[config.mk]
export PLATFORM = sky130hd
export DESIGN_NAME = supply_cmd
export DESIGN_NICKNAME = d
export VERILOG_FILES = /design/src/supply_cmd_pkg.sv /design/src/supply_cmd.sv
export SDC_FILE = /design/constraint.sdc
export NUM_CORES = 2
export LEC_CHECK = 0
export CAP_MARGIN = 30
export CELL_PAD_IN_SITES_DETAIL_PLACEMENT = 1
export CELL_PAD_IN_SITES_GLOBAL_PLACEMENT = 1
export CORE_UTILIZATION = 50
export DETAILED_ROUTE_END_ITERATION = 7
export DONT_BUFFER_PORTS = 1
export GPL_TIMING_DRIVEN = 0
export PLACE_DENSITY = 0.93
export SLEW_MARGIN = 40
export SYNTH_ARGS = -nofsm -noshare
export SYNTH_HDL_FRONTEND = slang
export SYNTH_SLANG_ARGS = --single-unit
[constraint.sdc]
create_clock -name clk -period 16.85 [get_ports clk]
set_input_delay 0.8425 -clock clk [delete_from_list [all_inputs] [get_ports clk]]
set_output_delay 0.8425 -clock clk [all_outputs]
set_load 0.02 [all_outputs]
[src/supply_cmd_pkg.sv]
package supply_cmd_pkg;
  // Register byte offsets
  localparam logic [7:0] OFF_MASK_BASE  = 8'h00;
  localparam logic [7:0] OFF_EVT_STD    = 8'h14;
  localparam logic [7:0] OFF_EVT_A      = 8'h18;
  localparam logic [7:0] OFF_EVT_B      = 8'h1C;
  localparam logic [7:0] OFF_CMD        = 8'h20;
  localparam logic [7:0] OFF_SETPOINT   = 8'h24;
  localparam logic [7:0] OFF_LIMIT      = 8'h28;
  localparam logic [7:0] OFF_QUERY      = 8'h2C;
  localparam logic [7:0] OFF_RESP_LEN   = 8'h30;
  localparam logic [7:0] OFF_STATUS     = 8'h34;
  localparam logic [7:0] OFF_PSC        = 8'h38;
  localparam logic [7:0] OFF_RESP_BASE  = 8'h40;
  localparam int         NUM_MASKS      = 5;
  localparam int         RESP_CHARS     = 13;
  localparam int         SHORT_CHARS    = 3;
  // Mask indices
  localparam int         MASK_STD       = 0;
  localparam int         MASK_A         = 1;
  localparam int         MASK_B         = 2;
  localparam int         MASK_SRQ       = 3;
  localparam int         MASK_PP        = 4;
  localparam logic [31:0] MASK_MAX      = 32'h0000_00FF;
  // Command register bits
  localparam int         CMD_CLS        = 0;
  localparam int         CMD_RST        = 1;
  localparam int         CMD_IFC        = 2;
  localparam int         CMD_ADDR       = 3;
  // Event bits
  localparam int         STD_EXEC_BIT   = 4;
  localparam int         B_LIMIT_BIT    = 1;
  // Status byte bit positions
  localparam int         STB_A          = 0;
  localparam int         STB_B          = 1;
  localparam int         STB_STD        = 5;
  // Current values in units of 10 uA
  localparam int         CUR_W          = 22;
  localparam logic [CUR_W-1:0] NOM_CURRENT  = 22'h1E_8480;
  localparam logic [CUR_W-1:0] LIMIT_STEP   = 22'h00_0064;
  localparam logic [CUR_W-1:0] SETPT_STEP   = 22'h00_01F4;
  localparam logic [CUR_W-1:0] SETPT_RESET  = 22'h00_0000;
  localparam logic [CUR_W-1:0] DISP_DIV     = 22'h00_000A;
  // Query selectors
  localparam logic [3:0] Q_SETPT = 4'h0;
  localparam logic [3:0] Q_LIMIT = 4'h1;
  localparam logic [3:0] Q_NOW   = 4'h2;
  localparam logic [3:0] Q_PEAK  = 4'h3;
  localparam logic [3:0] Q_LOW   = 4'h4;
  localparam logic [3:0] Q_MASK0 = 4'h5;
  localparam logic [3:0] Q_EVT0  = 4'hA;
  localparam logic [3:0] Q_LAST  = 4'hC;
  // Response characters
  localparam logic [31:0] KW_SETPT = 32'h4353_4554;
  localparam logic [31:0] KW_LIMIT = 32'h434C_494D;
  localparam logic [31:0] KW_NOW   = 32'h434E_4F57;
  localparam logic [31:0] KW_PEAK  = 32'h434D_4158;
  localparam logic [31:0] KW_LOW   = 32'h434D_494E;
  localparam logic [7:0]  CH_SP    = 8'h20;
  localparam logic [7:0]  CH_PLUS  = 8'h2B;
  localparam logic [7:0]  CH_DOT   = 8'h2E;
  localparam logic [7:0]  CH_ZERO  = 8'h30;
endpackage

[src/supply_cmd.sv]
// Added by the designer: the Avalon-MM register port and the address map.
`timescale 1ns/1ns
`default_nettype none
module supply_cmd (
  input  wire logic        clk,
  input  wire logic        nrst,
  input  wire logic [7:0]  address,
  input  wire logic        read,
  input  wire logic        write,
  input  wire logic [31:0] writedata,
  input  wire logic [3:0]  byteenable,
  output logic      [31:0] readdata,
  output logic             waitrequest,
  input  wire logic [7:0]  std_cond,
  input  wire logic [7:0]  cond_a,
  input  wire logic [7:0]  cond_b,
  input  wire logic [21:0] momentary_current_query,
  input  wire logic [21:0] stored_peak_current,
  input  wire logic [21:0] stored_low_current,
  input  wire logic [21:0] analog_setpoint,
  input  wire logic        analog_mode,
  input  wire logic        power_down,
  output logic             srq,
  output logic             ist,
  output logic             bus_addressed,
  output logic      [21:0] current_setpoint
);
  localparam int W = supply_cmd_pkg::CUR_W;

  typedef struct packed {
    logic                  wait_r;
    logic [31:0]           rdata;
    logic [4:0][7:0]       mask;
    logic [7:0]            evt_std;
    logic [7:0]            event_reg_a;
    logic [7:0]            event_reg_b;
    logic [2:0][7:0]       c1;
    logic [2:0][7:0]       c2;
    logic [2:0][7:0]       cp;
    logic [3:0][W-1:0]     m1;
    logic [3:0][W-1:0]     m2;
    logic [1:0]            a1;
    logic [1:0]            a2;
    logic                  pd_prev;
    logic [W-1:0]          setpt;
    logic [W-1:0]          limit;
    logic                  psc;
    logic                  addressed;
    logic [12:0][7:0]      resp;
    logic [3:0]            resp_len;
    logic                  srq;
    logic                  ist;
    logic [W-1:0]          out_setpt;
  } state_t;

  state_t s_r;
  state_t s_nxt;

  // Rounds to nearest whole multiple of a step
  function automatic logic [W-1:0] round_step(input logic [W-1:0] v,
                                              input logic [W-1:0] st);
    logic [W:0] q;
    q = ({1'b0, v} + {2'b00, st[W-1:1]}) / {1'b0, st};
    return W'(q * {1'b0, st});
  endfunction
  // Binary to six BCD digits
  function automatic logic [23:0] bcd6(input logic [W-1:0] v);
    logic [23:0] b;
    b = 24'h00_0000;
    for (int i = W - 1; i >= 0; i--) begin
      for (int d = 0; d < 6; d++) begin
        if (b[d*4 +: 4] > 4'h4) begin
          b[d*4 +: 4] = b[d*4 +: 4] + 4'h3;
        end
      end
      b = {b[22:0], v[i]};
    end
    return b;
  endfunction
  // Register index decoded from a byte offset
  function automatic int idx_of(input logic [7:0] a,
                                input logic [7:0] base);
    return int'((a - base) >> 2);
  endfunction
  // Signed fixed-point answer with a four-letter keyword
  function automatic logic [12:0][7:0] fmt_value(input logic [31:0] kw,
                                                 input logic [W-1:0] v);
    logic [12:0][7:0] r;
    logic [23:0]      b;
    b = bcd6(W'(v / supply_cmd_pkg::DISP_DIV));
    for (int k = 0; k < 4; k++) begin
      r[k] = kw[31-8*k -: 8];
    end
    r[4] = supply_cmd_pkg::CH_SP;
    r[5] = supply_cmd_pkg::CH_PLUS;
    r[6] = supply_cmd_pkg::CH_ZERO | {4'h0, b[23:20]};
    r[7] = supply_cmd_pkg::CH_ZERO | {4'h0, b[19:16]};
    r[8] = supply_cmd_pkg::CH_DOT;
    for (int k = 0; k < 4; k++) begin
      r[9+k] = supply_cmd_pkg::CH_ZERO | {4'h0, b[15-4*k -: 4]};
    end
    return r;
  endfunction
  // Three decimal digits, rest of the answer blank
  function automatic logic [12:0][7:0] fmt_byte(input logic [7:0] v);
    logic [12:0][7:0] r;
    logic [23:0]      b;
    b = bcd6({14'h0000, v});
    for (int k = 0; k < 13; k++) begin
      r[k] = supply_cmd_pkg::CH_SP;
    end
    r[0] = supply_cmd_pkg::CH_ZERO | {4'h0, b[11:8]};
    r[1] = supply_cmd_pkg::CH_ZERO | {4'h0, b[7:4]};
    r[2] = supply_cmd_pkg::CH_ZERO | {4'h0, b[3:0]};
    return r;
  endfunction
  logic            acc;
  logic            do_wr;
  logic            do_rd;
  logic            full_be;
  logic [7:0]      stb;
  logic [2:0][7:0] rise;
  logic [2:0]      rd_clr;
  logic            exec_err;
  logic            lim_err;
  logic [W-1:0]    rnd;
  logic [3:0]      qsel;

  always_comb begin
    s_nxt    = s_r;
    acc      = (read | write) & s_r.wait_r;
    do_wr    = acc & write;
    do_rd    = acc & read;
    full_be  = byteenable == 4'hF;
    rd_clr   = 3'b000;
    exec_err = 1'b0;
    lim_err  = 1'b0;
    rnd      = '0;
    qsel     = writedata[3:0];
    stb = 8'h00;
    stb[supply_cmd_pkg::STB_STD] =
      |(s_r.evt_std & s_r.mask[supply_cmd_pkg::MASK_STD]);
    stb[supply_cmd_pkg::STB_A] =
      |(s_r.event_reg_a & s_r.mask[supply_cmd_pkg::MASK_A]);
    stb[supply_cmd_pkg::STB_B] =
      |(s_r.event_reg_b & s_r.mask[supply_cmd_pkg::MASK_B]);
    s_nxt.wait_r = 1'b1;
    // Two-stage input synchronisers
    s_nxt.c1 = {cond_b, cond_a, std_cond};
    s_nxt.c2 = s_r.c1;
    s_nxt.cp = s_r.c2;
    s_nxt.m1 = {analog_setpoint, stored_low_current,
                stored_peak_current, momentary_current_query};
    s_nxt.m2 = s_r.m1;
    s_nxt.a1 = {power_down, analog_mode};
    s_nxt.a2 = s_r.a1;
    s_nxt.pd_prev = s_r.a2[1];
    for (int e = 0; e < 3; e++) begin
      rise[e] = s_r.c2[e] & ~s_r.cp[e];
    end
    if (acc) begin
      s_nxt.wait_r = 1'b0;
    end
    if (do_rd) begin
      s_nxt.rdata = 32'h0000_0000;
      if (address < supply_cmd_pkg::OFF_EVT_STD) begin
        s_nxt.rdata[7:0] =
          s_r.mask[idx_of(address, supply_cmd_pkg::OFF_MASK_BASE)];
      end else if (address == supply_cmd_pkg::OFF_EVT_STD) begin
        s_nxt.rdata[7:0] = s_r.evt_std;
        rd_clr[0] = 1'b1;
      end else if (address == supply_cmd_pkg::OFF_EVT_A) begin
        s_nxt.rdata[7:0] = s_r.event_reg_a;
        rd_clr[1] = 1'b1;
      end else if (address == supply_cmd_pkg::OFF_EVT_B) begin
        s_nxt.rdata[7:0] = s_r.event_reg_b;
        rd_clr[2] = 1'b1;
      end else if (address == supply_cmd_pkg::OFF_SETPOINT) begin
        s_nxt.rdata[W-1:0] = s_r.setpt;
      end else if (address == supply_cmd_pkg::OFF_LIMIT) begin
        s_nxt.rdata[W-1:0] = s_r.limit;
      end else if (address == supply_cmd_pkg::OFF_RESP_LEN) begin
        s_nxt.rdata[3:0] = s_r.resp_len;
      end else if (address == supply_cmd_pkg::OFF_STATUS) begin
        s_nxt.rdata[9:0] = {s_r.addressed, s_r.a2[0], stb};
      end else if (address == supply_cmd_pkg::OFF_PSC) begin
        s_nxt.rdata[0] = s_r.psc;
      end else if (address >= supply_cmd_pkg::OFF_RESP_BASE &&
                   idx_of(address, supply_cmd_pkg::OFF_RESP_BASE)
                   < supply_cmd_pkg::RESP_CHARS) begin
        s_nxt.rdata[7:0] =
          s_r.resp[idx_of(address, supply_cmd_pkg::OFF_RESP_BASE)];
      end
    end
    if (do_wr && full_be) begin
      if (address < supply_cmd_pkg::OFF_EVT_STD) begin
        if (writedata <= supply_cmd_pkg::MASK_MAX) begin
          // Value 0 clears every bit
          s_nxt.mask[idx_of(address, supply_cmd_pkg::OFF_MASK_BASE)] =
            writedata[7:0];
        end
      end else if (address == supply_cmd_pkg::OFF_SETPOINT) begin
        rnd = round_step(writedata[W-1:0],
                         supply_cmd_pkg::SETPT_STEP);
        if (writedata[31:W] != '0 || rnd > s_r.limit) begin
          lim_err = 1'b1;
        end else begin
          s_nxt.setpt = rnd;
        end
      end else if (address == supply_cmd_pkg::OFF_LIMIT) begin
        rnd = round_step(writedata[W-1:0],
                         supply_cmd_pkg::LIMIT_STEP);
        if (writedata[31:W] != '0 || rnd < s_r.setpt ||
            rnd > supply_cmd_pkg::NOM_CURRENT) begin
          lim_err = 1'b1;
        end else begin
          s_nxt.limit = rnd;
        end
      end else if (address == supply_cmd_pkg::OFF_PSC) begin
        s_nxt.psc = writedata[0];
      end else if (address == supply_cmd_pkg::OFF_CMD) begin
        if (writedata[supply_cmd_pkg::CMD_CLS]) begin
          rd_clr = 3'b111;
        end
        if (writedata[supply_cmd_pkg::CMD_RST]) begin
          s_nxt.setpt = supply_cmd_pkg::SETPT_RESET;
          s_nxt.limit = supply_cmd_pkg::NOM_CURRENT;
        end
        if (writedata[supply_cmd_pkg::CMD_ADDR]) begin
          s_nxt.addressed = 1'b1;
        end
        if (writedata[supply_cmd_pkg::CMD_IFC]) begin
          s_nxt.addressed = 1'b0;
        end
      end else if (address == supply_cmd_pkg::OFF_QUERY &&
                   qsel <= supply_cmd_pkg::Q_LAST) begin
        s_nxt.resp_len = 4'(supply_cmd_pkg::RESP_CHARS);
        case (qsel)
          supply_cmd_pkg::Q_SETPT: s_nxt.resp =
            fmt_value(supply_cmd_pkg::KW_SETPT, s_r.setpt);
          supply_cmd_pkg::Q_LIMIT: s_nxt.resp =
            fmt_value(supply_cmd_pkg::KW_LIMIT, s_r.limit);
          supply_cmd_pkg::Q_NOW: s_nxt.resp =
            fmt_value(supply_cmd_pkg::KW_NOW, s_r.m2[0]);
          supply_cmd_pkg::Q_PEAK: s_nxt.resp =
            fmt_value(supply_cmd_pkg::KW_PEAK, s_r.m2[1]);
          supply_cmd_pkg::Q_LOW: s_nxt.resp =
            fmt_value(supply_cmd_pkg::KW_LOW, s_r.m2[2]);
          default: begin
            s_nxt.resp_len = 4'(supply_cmd_pkg::SHORT_CHARS);
            if (qsel < supply_cmd_pkg::Q_EVT0) begin
              s_nxt.resp = fmt_byte(
                s_r.mask[qsel - supply_cmd_pkg::Q_MASK0]);
            end else if (qsel == supply_cmd_pkg::Q_EVT0) begin
              s_nxt.resp = fmt_byte(s_r.evt_std);
              rd_clr[0] = 1'b1;
            end else if (qsel == supply_cmd_pkg::Q_EVT0 + 4'h1) begin
              s_nxt.resp = fmt_byte(s_r.event_reg_a);
              rd_clr[1] = 1'b1;
            end else begin
              s_nxt.resp = fmt_byte(s_r.event_reg_b);
              rd_clr[2] = 1'b1;
            end
          end
        endcase
      end
    end
    exec_err = lim_err;
    // New events win over a clear in the same cycle
    s_nxt.evt_std = (rd_clr[0] ? 8'h00 : s_r.evt_std) | rise[0] |
                    8'(exec_err) << supply_cmd_pkg::STD_EXEC_BIT;
    s_nxt.event_reg_a = (rd_clr[1] ? 8'h00 : s_r.event_reg_a) | rise[1];
    s_nxt.event_reg_b = (rd_clr[2] ? 8'h00 : s_r.event_reg_b) | rise[2] |
                        8'(lim_err) << supply_cmd_pkg::B_LIMIT_BIT;
    // Switch-off clears masks only when the flag is set
    if (s_r.a2[1] && !s_r.pd_prev && s_r.psc) begin
      s_nxt.mask = '0;
    end
    s_nxt.srq = |(stb & s_r.mask[supply_cmd_pkg::MASK_SRQ]);
    s_nxt.ist = |(stb & s_r.mask[supply_cmd_pkg::MASK_PP]);
    s_nxt.out_setpt = s_r.a2[0] ? s_r.m2[3] : s_r.setpt;
  end
  always_ff @(posedge clk or negedge nrst) begin
    if (!nrst) begin
      s_r        <= '0;
      s_r.wait_r <= 1'b1;
      s_r.limit  <= supply_cmd_pkg::NOM_CURRENT;
    end else begin
      s_r <= s_nxt;
    end
  end
  assign readdata         = s_r.rdata;
  assign waitrequest      = s_r.wait_r;
  assign srq              = s_r.srq;
  assign ist              = s_r.ist;
  assign bus_addressed    = s_r.addressed;
  assign current_setpoint = s_r.out_setpt;
  // Helper views for the checks below
  logic wr_mask0;
  logic wr_cmd_rst;
  assign wr_mask0   = do_wr && full_be &&
                      address == supply_cmd_pkg::OFF_MASK_BASE;
  assign wr_cmd_rst = do_wr && full_be && address == supply_cmd_pkg::OFF_CMD
                      && writedata[supply_cmd_pkg::CMD_RST];
endmodule // supply_cmd
`default_nettype wire

==> out/metrics.csv <==
stage,metric,value,unit
outcome,status,finished with violations,
outcome,violations,negative setup slack,
setup_path,path_class,input pin to register,
routing,vias,69200,
routing,wl_met2,123,mm
cells_and_area,drive_above_1_share,0.132,
timing,finalSetupViolations,65,
worst_hold_path,hold_path.class,input pin to asynchronous set/reset pin,
logic_synthesis,muxShareOfSynthArea,0.0999,
placement,gp_congestion,1.00,
cells_and_area,layout_commonest_cell,nand2_1,
global_route,antenna_found_initial,23,
global_route,grt_usage,0.359,
cells_and_area,area_growth,12.8,%
logic_synthesis,synth-seq-cells,447,
setup_path,crit_path_max_incr_delay,0.72,ns
logic_synthesis,synth_edf_count,0,
clock_network,cts.sink_count,447,
setup_path,crit_fanout,8,
timing,worstMarginPinSlew,1.32,ns
routing,routed_wirelength,266,mm
logic_synthesis,yosys_warnings,0,
logic_synthesis,async_flop_share,1.00,
floorplanning,dieArea,130000,µm²
timing,hold_slack,0.0168,ns
floorplanning,std_cell_rows,130,
clock_network,htreeDepth,2,
routing,ant_nets,0,
logic_synthesis,synth.top_cell.area_share,0.171,
logic_synthesis,yosysTopAreaCell,dfrtp_1,
cells_and_area,final_nets,9267,
clock_network,insertion_delay,0.73,ns
routing,wl_per_cell,26.4,µm
global_route,grt_pass1_vias,70100,
logic_synthesis,ys_top_cells_by_area,"dfrtp_1, ha_1, mux2i_1, a21oi_1, xnor2_1",
setup_path,cpMaxStageDelayCell,xor2_1,
placement,portBuffers,0,
timing,fin_ws,-3.71,ns
routing,drt_iter0_markers,6735,
placement,dp.final_hpwl,178,mm
floorplanning,die_h,360,µm
floorplanning,start_util,0.507,
placement,dpl.cell_count,9796,
clock_network,cts_tree,done,
floorplanning,die_w,360,µm
placement,dpl_cell_area,66700,µm²
clock_network,cts-buffers-inserted,52,
logic_synthesis,synthXorXnorAreaFrac,0.0796,
routing,viasPerCell,6.87,
setup_path,worst_setup_path_end_kind,register,
clock_network,cts-root-buf,clkbuf_16,
logic_synthesis,synthSimpleGateAreaFrac,0.179,
cells_and_area,final_cell_mix,"nand2_1, ha_1, nor2_1, a21oi_1, inv_1",
clock_network,clk_path_buf_depth,3,
logic_synthesis,syn_avg_cell_area,7.88,µm²
routing,highest_layer,met5,
timing,hold_viol_final,0,
setup_path,path_buf_inv,11,
timing,rsz0062_at_grt,true,
timing,slew_viol_final,0,
setup_path,crit_path_start_kind,input pin,
setup_path,cp.arrival,21.11,ns
clock_network,clk_pin_slew,0.06,ns
timing,clock.fmax,0.0486,GHz
timing,max_slew_margin,0.111,
timing,finalCritPeriodShare,1.22,
global_route,grt_pass1_wl,382,mm
routing,dr_wl_met3,25.9,mm
timing,final.setup.tns,-131.77,ns
setup_path,worstPathRequired,17.40,ns
logic_synthesis,ys.flop_type,dfrtp_1,
setup_path,regToRegSetupSlack,-1.00,ns
routing,dr.pass1.iters,8,
cells_and_area,final_cell_count_no_fill,10100,
routing,wl_met1,96.9,mm
timing,fin_crit,20.56,ns
logic_synthesis,synthAdderAreaFrac,0.153,
setup_path,cp_top_family,compound AO/OA/AOI/OAI gates,
logic_synthesis,ys_types,148,
floorplanning,core,126000,µm²
cells_and_area,fill_cells,15200,
logic_synthesis,synth_compound_area_frac,0.255,
logic_synthesis,synth_top_family_by_area,compound AO/OA/AOI/OAI gates,
routing,drc_errors,0,
global_route,grt_max_degree,162,
job,drv_cap,0,
logic_synthesis,synth.yosys.seq_area_share,0.175,
global_route,grt_overflow,0,
floorplanning,io_pins,220,
timing,skew,0.0541,ns
logic_synthesis,syn_inst,8129,
cells_and_area,design_area,72300,µm²
logic_synthesis,synthesis.area,64100,µm²
==> registers in the layout, summed over array words and instances (netlist names) <==
register	count
ist	1
s_r	262
waitrequest	1
current_setpoint	22
srq	1
readdata	22
s_nxt	137
bus_addressed	1
==> layout make-up <==
class	count	area, µm²	share of cell area
Buffer	319	1690	0.0234
Inverter	607	2300	0.0318
Tap cell	1650	2060	0.0286
Clock inverter	31	337	0.00466
Clock buffer	67	1420	0.0196
Antenna cell	14	35.0	0.000485
Multi-Input combinational cell	6758	51700	0.715
Sequential cell	447	11200	0.155
Timing Repair Buffer	192	1560	0.0216
==> routing by layer <==
metal | up-vias | GRT usage
li1 | 29900 | -
met1 | 33900 | 0.405
met2 | 3828 | 0.620
met3 | 1600 | 0.0797
met4 | 26 | 0.210
met5 | - | 0
==> per-stage QoR <==
stage | util | worst slack, ns
after floorplan | - | -0.482
after global placement | 0.526 | -3.68
after detailed placement | 0.528 | -4.08
after CTS | 0.558 | -0.603
after global routing | 0.572 | -3.97
final | 0.572 | -3.71
==> Yosys cell counts, types with 110 or more instances <==
cell	number
dfrtp_1	439
a21oi_1	668
nand2_1	683
a31oi_1	110
xnor2_1	368
clkbuf_1	221
nor2_1	661
xor2_1	203
nor3_1	187
mux2i_1	397
nand3_1	160
o21ai_0	474
ha_1	667
mux2_2	170
nand2b_1	124
inv_1	581
==> final timing paths <==
check,startpoint,end,cells after the start
max in group asynchronous,nrst,s_nxt[263]$_DFF_PN0_,3
min in group clk,cond_b[4],s_nxt[403]$_DFF_PN0_,0
max reg2reg,s_r[153]$_DFFE_PN1P_,s_r[119]$_DFFE_PN0P_,70
max,writedata[2],s_r[159]$_DFFE_PN0P_,80
min,nrst,s_r[236]$_DFF_PN0_,1
min reg2reg,s_nxt[223]$_DFF_PN0_,s_r[223]$_DFF_PN0_,0
==> repair_timing <==
action                                  4_1_cts  5_1_grt
setup buffers                               111       71
hold endpoints to repair                     55        0
pin swaps                                    90       98
hold buffers                                  2        0
resized for setup                           268      221
gates cloned                                  1        0
endpoints found under the setup margin       58       65
==> cells by family after synthesis <==
kind of cell               Yosys count
AOI/OAI and AO/OA                 2442
xor gates and xnor gates           576
adders and majority gates          749
buffers and inverters              936
DFF                                447
muxes                              596
other                                2
and+or+nand+nor                   2381
Power is not shown: default switching activity piles up to over one toggle a cycle in this logic, so the estimate is an artifact.
